## config.mk

```make
export PLATFORM = sky130hd
export DESIGN_NAME = rxohs_regs
export DESIGN_NICKNAME = d
export VERILOG_FILES = /design/src/rxohs_pkg.sv /design/src/rxohs_shifter.sv /design/src/rxohs_search_counter.sv /design/src/rxohs_regs.sv
export SDC_FILE = /design/constraint.sdc
export NUM_CORES = 1
export LEC_CHECK = 0
export ABC_AREA = 1
export BUFFER_PORTS_ARGS = -buffer_cell sky130_fd_sc_hd__clkbuf_2
export CAP_MARGIN = 10
export CORE_UTILIZATION = 38
export CTS_CLUSTER_DIAMETER = 80
export DETAILED_ROUTE_END_ITERATION = 16
export PLACE_DENSITY = 0.59
export SKIP_LAST_GASP = 1
export SLEW_MARGIN = 30
export SYNTH_ARGS = -nofsm -noshare
export SYNTH_HDL_FRONTEND = slang
export SYNTH_SLANG_ARGS = --single-unit
export TNS_END_PERCENT = 1
```

## constraint.sdc

```tcl
create_clock -name ref_clk_i -period 1.8 [get_ports ref_clk_i]
set_input_delay 0.27 -clock ref_clk_i [delete_from_list [all_inputs] [get_ports ref_clk_i]]
set_output_delay 0.27 -clock ref_clk_i [all_outputs]
set_load 0.03 [all_outputs]
```

## src/rxohs_pkg.sv

```systemverilog
// Operation
// - Timeslot monitor shows selected receive slot, first bit in bit 7, last in bit 0.
// - Firmware revision at 061h is read-only; writes do nothing.
// - T1 offset 062h captures data link or Fs bits, bit 7 most significant.
// - T1 data link byte assembled with first received bit in bit 0.
// - D4 mode: link register updates at multiframe boundary, six Fs bits in 5:0.
// - Offset 062h reads link register in T1, real-time sync status in E1.
// - Real-time status bits show current state, never latched.
// - Search counter adds one per expired 8 ms multiframe search.
// - Search counter clears when multiframe sync is reached.
// - Search counter clears while multiframe mode enable is zero.
// - Search counter saturates at maximum, never wraps.
// - Six-bit counter; status bits 7..3 show counter bits 5,4,3,2,0.
// - Status bit 2 high while hunting multiframe alignment word.
// - Status bit 1 high while hunting signaling multiframe word.
// - Status bit 0 high while hunting basic frame alignment.
// - Code register at 063h holds last valid 6-bit code taken in T1 mode; bits 7,6 zero; reads zero in E1.
// - T1 mode: three SLC-96 link registers show C, M, A and S bits.
// - E1 offset 064h shows alignment-frame byte, international bit in bit 7.
// - E1 offset 065h shows non-alignment byte: Si, one, alarm, five spare bits.
// - Each of eight ports decodes its copy at offset plus 200h times index.
package rxohs_pkg;
	localparam int          ADDR_W           = 12;
	localparam int          DATA_W           = 8;
	localparam int          PORT_CNT         = 8;
	localparam int          PORT_LSB         = 9;
	localparam logic [11:0] PORT_STRIDE      = 12'h0200;

	localparam logic [8:0]  OFF_TS_MONITOR   = 9'h060;
	localparam logic [8:0]  OFF_FW_REVISION  = 9'h061;
	localparam logic [8:0]  OFF_LINK_STATUS  = 9'h062;
	localparam logic [8:0]  OFF_CODE         = 9'h063;
	localparam logic [8:0]  OFF_SLC1_ALIGN   = 9'h064;
	localparam logic [8:0]  OFF_SLC2_NALIGN  = 9'h065;
	localparam logic [8:0]  OFF_SLC3         = 9'h066;
	localparam logic [8:0]  OFF_MON_SELECT   = 9'h07E;
	localparam logic [8:0]  OFF_CONTROL      = 9'h07F;

	localparam int          CTRL_T1_MODE     = 0;
	localparam int          CTRL_CRC4_ENABLE = 1;
	localparam int          CTRL_D4_MODE     = 2;
	localparam int          CTRL_W           = 3;

	localparam logic [7:0]  RST_BYTE         = 8'h00;
	localparam logic [5:0]  RST_CODE         = 6'h00;
	localparam logic [4:0]  RST_SELECT       = 5'h00;
	localparam logic [2:0]  RST_CONTROL      = 3'h0;

	localparam int          SEARCH_CNT_W     = 6;
	localparam int          SEARCH_TIME_MS   = 8;
	localparam int          ABANDON_TIME_MS  = 400;
	localparam int          FS_BITS          = 6;
	localparam int          CODE_W           = 6;
	localparam int          SLOT_W           = 5;
	localparam int          SLOT_CNT         = 32;
endpackage : rxohs_pkg

```

## src/rxohs_shifter.sv

```systemverilog
`timescale 1ns/1ps
module rxohs_shifter #(
	parameter int WIDTH     = 8,
	parameter bit LSB_FIRST = 1'b1
) (
	input  wire logic             ref_clk_i,
	input  wire logic             srst_i,
	input  wire logic             bit_en_i,
	input  wire logic             bit_i,
	input  wire logic             start_i,
	output logic [WIDTH-1:0]      word_o,
	output logic                  done_o
);
	localparam int CNT_W = $clog2(WIDTH + 1);

	// Refused at elaboration, so a bad width never reaches a netlist
	if (WIDTH < 2 || WIDTH > 16) begin : g_bad_width
		$error("rxohs_shifter: WIDTH out of range");
	end

	logic [WIDTH-1:0] word_ff;
	logic [CNT_W-1:0] cnt_ff;
	logic             done_ff;
	logic [WIDTH-1:0] nxt_word;
	logic [CNT_W-1:0] base_cnt;
	logic             last_bit;

	assign nxt_word = LSB_FIRST ? {bit_i, word_ff[WIDTH-1:1]} : {word_ff[WIDTH-2:0], bit_i};
	// A start bit realigns the unit, so a lost bit heals at the next unit
	assign base_cnt = start_i ? '0 : cnt_ff;
	assign last_bit = bit_en_i && (base_cnt == CNT_W'(WIDTH - 1));

	always_ff @(posedge ref_clk_i) begin
		if (srst_i) begin
			word_ff <= '0;
			cnt_ff  <= '0;
			done_ff <= 1'b0;
		end else begin
			done_ff <= last_bit;
			if (bit_en_i) begin
				word_ff <= nxt_word;
				cnt_ff  <= last_bit ? '0 : base_cnt + CNT_W'(1);
			end
		end
	end

	assign word_o = word_ff;
	assign done_o = done_ff;
endmodule : rxohs_shifter

```

## src/rxohs_search_counter.sv

```systemverilog
`timescale 1ns/1ps
module rxohs_search_counter
	import rxohs_pkg::*;
#(
	parameter int WIDTH = rxohs_pkg::SEARCH_CNT_W
) (
	input  wire logic             ref_clk_i,
	input  wire logic             srst_i,
	input  wire logic             crc4_mode_enable_i,
	input  wire logic             search_expired_i,
	input  wire logic             mf_sync_found_i,
	output logic [WIDTH-1:0]      count_o
);
	if (WIDTH != SEARCH_CNT_W) begin : g_bad_width
		$error("rxohs_search_counter: status layout needs a six-bit counter");
	end

	logic [WIDTH-1:0] count_ff;
	logic             at_max;
	logic             clear;

	assign at_max = &count_ff;
	assign clear  = mf_sync_found_i || !crc4_mode_enable_i;

	always_ff @(posedge ref_clk_i) begin
		if (srst_i) begin
			count_ff <= '0;
		end else if (clear) begin
			count_ff <= '0;
		end else if (search_expired_i && !at_max) begin
			count_ff <= count_ff + WIDTH'(1);
		end
	end

	assign count_o = count_ff;
endmodule : rxohs_search_counter

```

## src/rxohs_regs.sv

```systemverilog
`timescale 1ns/1ps
module rxohs_regs
	import rxohs_pkg::*;
#(
	parameter logic [2:0] PORT_INDEX  = 3'h0,
	// Arbitrary value, stands in for the receive firmware build
	parameter logic [7:0] FW_REVISION = 8'h00
) (
	input  wire logic                           ref_clk_i,
	input  wire logic                           srst_i,
	input  wire logic [rxohs_pkg::ADDR_W-1:0]   reg_addr_i,
	input  wire logic [rxohs_pkg::DATA_W-1:0]   reg_wdata_i,
	input  wire logic                           reg_wr_i,
	input  wire logic                           reg_rd_i,
	output logic      [rxohs_pkg::DATA_W-1:0]   reg_rdata_o,
	input  wire logic                           rx_bit_en_i,
	input  wire logic                           rx_bit_i,
	input  wire logic [rxohs_pkg::SLOT_W-1:0]   rx_slot_i,
	input  wire logic [2:0]                     rx_bit_pos_i,
	input  wire logic                           rx_link_bit_en_i,
	input  wire logic                           rx_link_bit_i,
	input  wire logic                           rx_link_start_i,
	input  wire logic                           rx_fs_bit_en_i,
	input  wire logic                           rx_fs_bit_i,
	input  wire logic                           rx_fs_start_i,
	input  wire logic                           rx_mf_boundary_i,
	input  wire logic                           rx_code_valid_i,
	input  wire logic [rxohs_pkg::CODE_W-1:0]   rx_code_i,
	input  wire logic                           rx_slc_valid_i,
	input  wire logic [10:0]                    rx_slc_c_i,
	input  wire logic [2:0]                     rx_slc_m_i,
	input  wire logic [1:0]                     rx_slc_a_i,
	input  wire logic [3:0]                     rx_slc_s_i,
	input  wire logic [3:0]                     rx_slc_sfix_i,
	input  wire logic                           rx_ts0_valid_i,
	input  wire logic                           rx_ts0_is_align_i,
	input  wire logic [7:0]                     rx_ts0_i,
	input  wire logic                           rx_frame_sync_i,
	input  wire logic                           crc4_mf_hunt_active_i,
	input  wire logic                           signaling_mf_hunt_active_i,
	input  wire logic                           frame_align_hunt_active_i,
	input  wire logic                           crc4_search_expired_i,
	input  wire logic                           crc4_mf_sync_found_i,
	output logic                                t1_mode_o,
	output logic                                crc4_mode_enable_o,
	output logic                                d4_mode_o,
	output logic      [rxohs_pkg::SLOT_W-1:0]   rx_channel_monitor_select_o
);
	if (PORT_INDEX > 3'(PORT_CNT - 1)) begin : g_bad_port
		$error("rxohs_regs: PORT_INDEX beyond port count");
	end
	if (PORT_STRIDE != (12'h001 << PORT_LSB)) begin : g_bad_stride
		$error("rxohs_regs: port stride must match port field");
	end

	// Address decode

	logic       port_hit;
	logic [8:0] local_off;
	logic       wr_hit;

	assign port_hit  = reg_addr_i[ADDR_W-1:PORT_LSB] == PORT_INDEX;
	assign local_off = reg_addr_i[PORT_LSB-1:0];
	assign wr_hit    = reg_wr_i && port_hit;

	// Software controls

	logic [CTRL_W-1:0] control_ff;
	logic [SLOT_W-1:0] mon_select_ff;
	logic              t1_mode;
	logic              crc4_enable;
	logic              d4_mode;

	assign t1_mode     = control_ff[CTRL_T1_MODE];
	assign crc4_enable = control_ff[CTRL_CRC4_ENABLE];
	assign d4_mode     = control_ff[CTRL_D4_MODE];

	always_ff @(posedge ref_clk_i) begin
		if (srst_i) begin
			control_ff    <= RST_CONTROL;
			mon_select_ff <= RST_SELECT;
		end else begin
			if (wr_hit && local_off == OFF_CONTROL)
				control_ff <= reg_wdata_i[CTRL_W-1:0];
			if (wr_hit && local_off == OFF_MON_SELECT)
				mon_select_ff <= reg_wdata_i[SLOT_W-1:0];
		end
	end

	// Timeslot monitor

	logic       mon_bit_en;
	logic       mon_start;
	logic [7:0] mon_word;
	logic       mon_done;
	logic [7:0] ts_monitor_ff;

	assign mon_bit_en = rx_bit_en_i && (rx_slot_i == mon_select_ff);
	assign mon_start  = rx_bit_pos_i == 3'h0;

	rxohs_shifter #(
		.WIDTH     (8),
		.LSB_FIRST (1'b0)
	) u_mon_shift (
		.ref_clk_i (ref_clk_i),
		.srst_i    (srst_i),
		.bit_en_i  (mon_bit_en),
		.bit_i     (rx_bit_i),
		.start_i   (mon_start),
		.word_o    (mon_word),
		.done_o    (mon_done)
	);

	always_ff @(posedge ref_clk_i) begin
		if (srst_i)
			ts_monitor_ff <= RST_BYTE;
		else if (mon_done)
			ts_monitor_ff <= mon_word;
	end

	// T1 facility link and Fs bits

	logic [7:0]         link_word;
	logic               link_done;
	logic [FS_BITS-1:0] fs_word;
	logic [7:0]         link_ff;

	rxohs_shifter #(
		.WIDTH     (8),
		.LSB_FIRST (1'b1)
	) u_link_shift (
		.ref_clk_i (ref_clk_i),
		.srst_i    (srst_i),
		.bit_en_i  (rx_link_bit_en_i),
		.bit_i     (rx_link_bit_i),
		.start_i   (rx_link_start_i),
		.word_o    (link_word),
		.done_o    (link_done)
	);

	// Fs bits arrive first-received first, so it lands in bit 0 as well
	rxohs_shifter #(
		.WIDTH     (FS_BITS),
		.LSB_FIRST (1'b1)
	) u_fs_shift (
		.ref_clk_i (ref_clk_i),
		.srst_i    (srst_i),
		.bit_en_i  (rx_fs_bit_en_i),
		.bit_i     (rx_fs_bit_i),
		.start_i   (rx_fs_start_i),
		.word_o    (fs_word),
		.done_o    ()
	);

	logic link_load;
	logic fs_load;

	assign link_load = t1_mode && !d4_mode && link_done;
	assign fs_load   = t1_mode && d4_mode && rx_mf_boundary_i;

	always_ff @(posedge ref_clk_i) begin
		if (srst_i)
			link_ff <= RST_BYTE;
		else if (fs_load)
			link_ff <= {2'b00, fs_word};
		else if (link_load)
			link_ff <= link_word;
	end

	// Bit-oriented code

	logic [CODE_W-1:0] code_ff;

	always_ff @(posedge ref_clk_i) begin
		if (srst_i)
			code_ff <= RST_CODE;
		else if (t1_mode && rx_code_valid_i)
			code_ff <= rx_code_i;
	end

	// SLC-96 link, three bytes captured together per superframe

	logic [7:0] slc1_ff;
	logic [7:0] slc2_ff;
	logic [7:0] slc3_ff;
	logic [7:0] nxt_slc1;
	logic [7:0] nxt_slc2;
	logic [7:0] nxt_slc3;

	assign nxt_slc1 = rx_slc_c_i[7:0];
	assign nxt_slc2 = {rx_slc_m_i[1:0], rx_slc_sfix_i[2:0], rx_slc_c_i[10:8]};
	assign nxt_slc3 = {rx_slc_sfix_i[3], rx_slc_s_i, rx_slc_a_i, rx_slc_m_i[2]};

	always_ff @(posedge ref_clk_i) begin
		if (srst_i) begin
			slc1_ff <= RST_BYTE;
			slc2_ff <= RST_BYTE;
			slc3_ff <= RST_BYTE;
		end else if (t1_mode && rx_slc_valid_i) begin
			slc1_ff <= nxt_slc1;
			slc2_ff <= nxt_slc2;
			slc3_ff <= nxt_slc3;
		end
	end

	// E1 timeslot-0 words

	logic [7:0] align_ff;
	logic [7:0] nalign_ff;
	logic       ts0_take;

	// Out of sync the slot-0 byte is garbage, so the last good word stays
	assign ts0_take = !t1_mode && rx_ts0_valid_i && rx_frame_sync_i;

	always_ff @(posedge ref_clk_i) begin
		if (srst_i) begin
			align_ff  <= RST_BYTE;
			nalign_ff <= RST_BYTE;
		end else if (ts0_take) begin
			if (rx_ts0_is_align_i)
				align_ff <= rx_ts0_i;
			else
				nalign_ff <= rx_ts0_i;
		end
	end

	// E1 real-time synchronizer status

	logic [SEARCH_CNT_W-1:0] search_count;
	logic [7:0]              rt_status;

	rxohs_search_counter #(
		.WIDTH (SEARCH_CNT_W)
	) u_search (
		.ref_clk_i          (ref_clk_i),
		.srst_i             (srst_i),
		.crc4_mode_enable_i (crc4_enable),
		.search_expired_i   (crc4_search_expired_i),
		.mf_sync_found_i    (crc4_mf_sync_found_i),
		.count_o            (search_count)
	);

	// Bit 1 of the count is dropped so five bits still span beyond 400 ms
	assign rt_status = {
		search_count[5:2],
		search_count[0],
		crc4_mf_hunt_active_i,
		signaling_mf_hunt_active_i,
		frame_align_hunt_active_i
	};

	// Read mux

	function automatic logic [7:0] read_mux(
		input logic [8:0] off,
		input logic       t1
	);
		logic [7:0] val;
		val = RST_BYTE;
		unique case (off)
			OFF_TS_MONITOR:  val = ts_monitor_ff;
			OFF_FW_REVISION: val = FW_REVISION;
			OFF_LINK_STATUS: val = t1 ? link_ff : rt_status;
			OFF_CODE:        val = t1 ? {2'b00, code_ff} : RST_BYTE;
			OFF_SLC1_ALIGN:  val = t1 ? slc1_ff : align_ff;
			OFF_SLC2_NALIGN: val = t1 ? slc2_ff : nalign_ff;
			OFF_SLC3:        val = t1 ? slc3_ff : RST_BYTE;
			OFF_MON_SELECT:  val = {3'b000, mon_select_ff};
			OFF_CONTROL:     val = {5'b00000, control_ff};
			default:         val = RST_BYTE;
		endcase
		return val;
	endfunction : read_mux

	logic [7:0] rd_value;
	logic [7:0] rdata_ff;

	assign rd_value = (reg_rd_i && port_hit) ? read_mux(local_off, t1_mode) : RST_BYTE;

	// Reads only sample; no captured value or counter moves on a read
	always_ff @(posedge ref_clk_i) begin
		if (srst_i)
			rdata_ff <= RST_BYTE;
		else
			rdata_ff <= rd_value;
	end

	assign reg_rdata_o                 = rdata_ff;
	assign t1_mode_o                   = t1_mode;
	assign crc4_mode_enable_o          = crc4_enable;
	assign d4_mode_o                   = d4_mode;
	assign rx_channel_monitor_select_o = mon_select_ff;
endmodule : rxohs_regs

```

Word-level counts from Yosys, hierarchy flattened. Cells that the tools add are included.

Bits in registers: 116. Input bits: 89. Output and inout port bits: 16. Word-level logic and storage cells: 78.

$add $sub $neg: 3. Equal/unequal tests: 11. Mux-type cells: 12. Bitwise gates (word level): 2. Reductions and logical operators: 30.

Operators by type and width (number): $eq A9 B7 Y1 const B (8); $pmux W8 S8 (1); $mux W8 (4); $mux W6 (3); $logic_and A1 B1 Y1 (16); $mux W4 (4); $add A4 B1 Y4 const B (2); $eq A4 B3 Y1 const B (2); $add A6 B1 Y6 const B (1); $logic_not A3 Y1 (2); $reduce_and A6 Y1 (1); $reduce_or A2 Y1 (3); $eq A5 B5 Y1 (1); $logic_not A1 Y1 (4); $reduce_and A2 Y1 (2); $not A1 Y1 (2); $reduce_bool A2 Y1 (1); $logic_or A1 B1 Y1 (1).

Longest topological paths before layout.
Depth after elaboration: 5. Gate-level depth with buffers: 10. Depth with buffers taken out: 10.

Cells and area by module. Synthesis repeated with hierarchy kept, for this count alone.

Cell total of the unflattened synthesis: 866. Area total of the unflattened synthesis: 5798.1 µm².

Modules (own cells, without submodules): rxohs_regs (instances 1, cells each 607, area each 3943.8 µm², sequential area each 1561.5 µm²); rxohs_shifter at u_link_shift ... (instances 2, cells each 73, area each 538.0 µm², sequential area each 260.2 µm²); rxohs_shifter at u_fs_shift (instances 1, cells each 56, area each 419.2 µm², sequential area each 200.2 µm²); rxohs_search_counter (instances 1, cells each 57, area each 359.1 µm², sequential area each 120.1 µm²).

Worst setup path before layout. OpenSTA, ideal clock, no wires.

Kind: reg-to-reg. Start: register control_ff[0]. End: register link_ff[1]. Library setup time: 70 ps. Arrival time: 1371 ps. Required time: 1730 ps. Path slack: 359 ps. Cell stages (with the launch flop): 7. Buffers on the path: 2. Clock period less this slack: 1441 ps. Path through: dfxtp_1 > buf_2 > buf_4 > nand3_2 > nand2_1 > o21ai_0 > a21oi_1.

Cells in the longest elaborated chain, start to end: 3. Elaborated cells between the ends (all ways): 6. Those cells by class: mux: 1; reduce/logical: 5.

RTL lines: start: declaration (RTL line rxohs_regs.sv:68) `logic [CTRL_W-1:0] control_ff;`; start signal: assignment (RTL line rxohs_regs.sv:84) `control_ff <= reg_wdata_i[CTRL_W-1:0];`; $logic_and A1 B1 Y1, on equally long branches (2 in a row) (RTL line rxohs_regs.sv:159, rxohs_regs.sv:158); $mux W6 or $reduce_bool A2 Y1 (tied branches); end signal: assignment (RTL line rxohs_regs.sv:165) `link_ff <= {2'b00, fs_word};`; end signal: assignment (RTL line rxohs_regs.sv:167) `link_ff <= link_word;`; end: declaration (RTL line rxohs_regs.sv:126) `logic [7:0] link_ff;`.

Several ways; a longest one is shown, not always the timed one. A chain may end at the register's enable or synchronous reset.

Final worst setup path.
Start: register control_ff[0]. End: output t1_mode_o.

RTL lines: end: declaration (RTL line rxohs_regs.sv:44) `output logic t1_mode_o,`.

No word-level cell between the ends.

==> impl_metrics.yaml <==
outcome:
  status: "finished, final reports clean"
final_layout:
  num-nets-final: 993
  num_antenna_cells: 0
  drive_above_1_share: 0.186
  syn2layout_area_growth_pct: 23.7
  fillerInstances: 1444
floorplanning:
  die_w_um: 121
  die-area_mm2: 0.0147
  rows: 43
  initial_utilization: 0.389
  boundaryPins: 105
  core_mm2: 0.0139
  dieHeight_um: 121
yosys:
  synth-seq-cells: 116
  syn_area_mm2: 0.00540
  netlist.area_leader.share: 0.430
  syn-instance-count: 798
  yosysTopAreaCell: "dfxtp_1"
  synth-edff-count: 0
  async_flop_share: 0
  syn_avg_cell_area_um2: 6.77
  ys_seq_area_frac: 0.430
  netlist_top_cells_area: "dfxtp_1 43%, nor2_1 11%, o21ai_0 10%"
  synth_nets: 890
  ys_warn_count: 0
  ys_types: 31
  synthFlopType: "dfxtp_1"
setup_path:
  worst-setup-path-type: "flip-flop to output pin"
  cp_cell_sequence: "buf_4, clkbuf_2"
  r2r-start: "control_ff[0]"
  cp.required_ns: 1.53
  crit_path_start_kind: "flip-flop"
  worst_path_largest_cell_delay_ns: 0.51
  ff2ff_path_depth: 9
  crit_arrival_ns: 1.42
  r2r_end: "reg_rdata_o[3]"
  cp_slowest_cell: "dfxtp_2"
  rrSetupSlack_ns: 0.25
  crit_path_end_kind: "output pin"
  crit_fanout: 12
clock_tree:
  clockBufferDepth: 2
  htreeDepth: 4
  cts-root-buf: "clkbuf_16"
  cts_setup_buffers: 0
  cts_buffers: 17
  cts_tree: "yes"
  cts_num_sinks: 116
  postCtsHoldBufs: 0
  cts_resized: 0
  worstSkewPairLatency_ns: 0.42
  path_clk_slew_ns: 0.05
route:
  wl_um: 14500
  antenna_left: 0
  wl_per_cell_um: 13.2
  via_count: 5324
  drc_errors: 0
  viasPerCell: 4.87
  dr.pass1.iters: 6
  drt_iter0_markers: 369
global_routing:
  grt_usage: 0.209
  grt_pass1_vias: 4620
  grt_max_degree: 92
  grt-ovfl-total: 0
  antenna_found_initial: 0
  grt_pass1_wl_um: 23300
min_path:
  hold_end: "u_link_shift.word_o[7]"
  hold_class: "input port to flip-flop"
  min_from: "rx_link_bit_i"
  worstHoldPathCells: 3
power_and_ir_drop:
  p_per_area_mw_per_mm2: 927
  leakage_uw: 0.00301
  total_power_uw: 6200
  max-vdd-ir-drop_mv: 0.602
timing:
  tns_ns: 0
  fin_crit_sh: 0.941
  rsz0062_at_grt: "false"
  skew_ns: 0.0104
  slew_headroom: 0.696
  min_period_ns: 1.69
  hold_viol_final: 0
  max_freq_mhz: 591
  setup_violations: 0
  tightest_slew_ns: 0.455
  finalMaxSlewViolations: 0
placed_design:
  portBuffers: 100
  hpwlAfterDp_um: 10700
  place.gp.congestion: 0.853
job:
  cap_viol_max_count: 0
==> worst max-delay path by stage <==
stage | start | end | cells after the start
finish | control_ff[0] | t1_mode_o | 2
floorplan | control_ff[0] | link_ff[1] | 6
global route | control_ff[0] | t1_mode_o | 2
detailed placement | reg_addr_i[7] | reg_rdata_o[6] | 9
CTS | control_ff[0] | t1_mode_o | 2
global placement | reg_addr_i[7] | reg_rdata_o[6] | 9
==> routing by layer <==
metal | global-route usage | part of all wire
met1 | 0.301 | 0.52
met2 | 0.300 | 0.41
met3 | 0.0531 | 0.058
met4 | 0.0694 | 0.011
met5 | 0 | 0
==> worst max-delay path: cells and delay by family (launching register included) <==
family	cells	cell delay (ns)
DFF	1	0.51
buffers and inverters	2	0.49
==> sequential cells by signal (all words and copies together), names as in the netlist, 5 cells and up <==
signal                       flops
u_link_shift.word_o              8
link_ff                          8
ts_monitor_ff                    8
u_search.count_o                 6
rx_channel_monitor_select_o      5
slc3_ff                          8
slc1_ff                          8
align_ff                         8
slc2_ff                          8
nalign_ff                        8
code_ff                          6
u_mon_shift.word_o               8
reg_rdata_o                      8
u_fs_shift.word_o                6
==> where the power goes <==
part           total, uW  switching, uW  internal, uW  leakage (uW)
Sequential          2640           22.8          2620      0.000940
Clock               3210           1150          2060      0.000285
Combinational        352            213           140       0.00179
==> placed cells by master (no fill, tap or decap), types with 6 or more instances in the layout <==
cell type / n
clkbuf_2: 100
nor2_1: 164
nor2_2: 6
a21oi_1: 46
dfxtp_1: 115
nand4_1: 26
nand2_1: 125
inv_1: 72
clkbuf_16: 17
o21ai_1: 18
nand3_1: 43
buf_4: 17
inv_2: 7
o21ai_0: 113
==> final cells by class <==
class                      instances  area, um^2  area share
clock inverter                     8        75.1      0.0112
sequential                       116        2320       0.348
inverter                          80         300      0.0449
tap                              180         225      0.0337
timing repair buffer             118         648      0.0970
clock buffer                      23         498      0.0745
multi-input combinational        568        2610       0.391
==> synthesized netlist by cell type, types with 3 or more instances <==
cell / number
nand4_1: 26
a21oi_1: 46
nor2_1: 164
nor3_1: 5
dfxtp_1: 116
buf_2: 15
clkbuf_1: 14
nand3_1: 43
o21ai_1: 18
ha_1: 3
inv_1: 73
nand3_2: 3
inv_2: 6
o21ai_0: 113
buf_4: 5
nor2_2: 6
nand2_1: 125
==> kinds of logic after synthesis <==
family,count (synthesis),share of synthesized area
simple gates,378,0.298
compound gates,184,0.174
buf+inv,114,0.0862
flops,116,0.430
fa+ha+maj,3,0.00695
xor+xnor,3,0.00487
==> stage by stage <==
| stage | utilization | setup WS [ns] | hold slack, ns | instance area (um^2) | std cells |
|---|---|---|---|---|---|
| after floorplan | - | 0.359 | 0.405 | 5400 | 798 |
| after global placement | 0.440 | 0.222 | 0.434 | 6110 | 1062 |
| after detailed placement | 0.440 | 0.170 | 0.437 | 6110 | 1062 |
| after CTS | 0.482 | 0.0812 | 0.0569 | 6680 | 1093 |
| after global routing | 0.482 | 0.0566 | 0.100 | 6680 | 1093 |
| final | 0.482 | 0.107 | 0.0824 | 6680 | 1093 |
No activity file was read; power rests on OpenSTA's default activity.
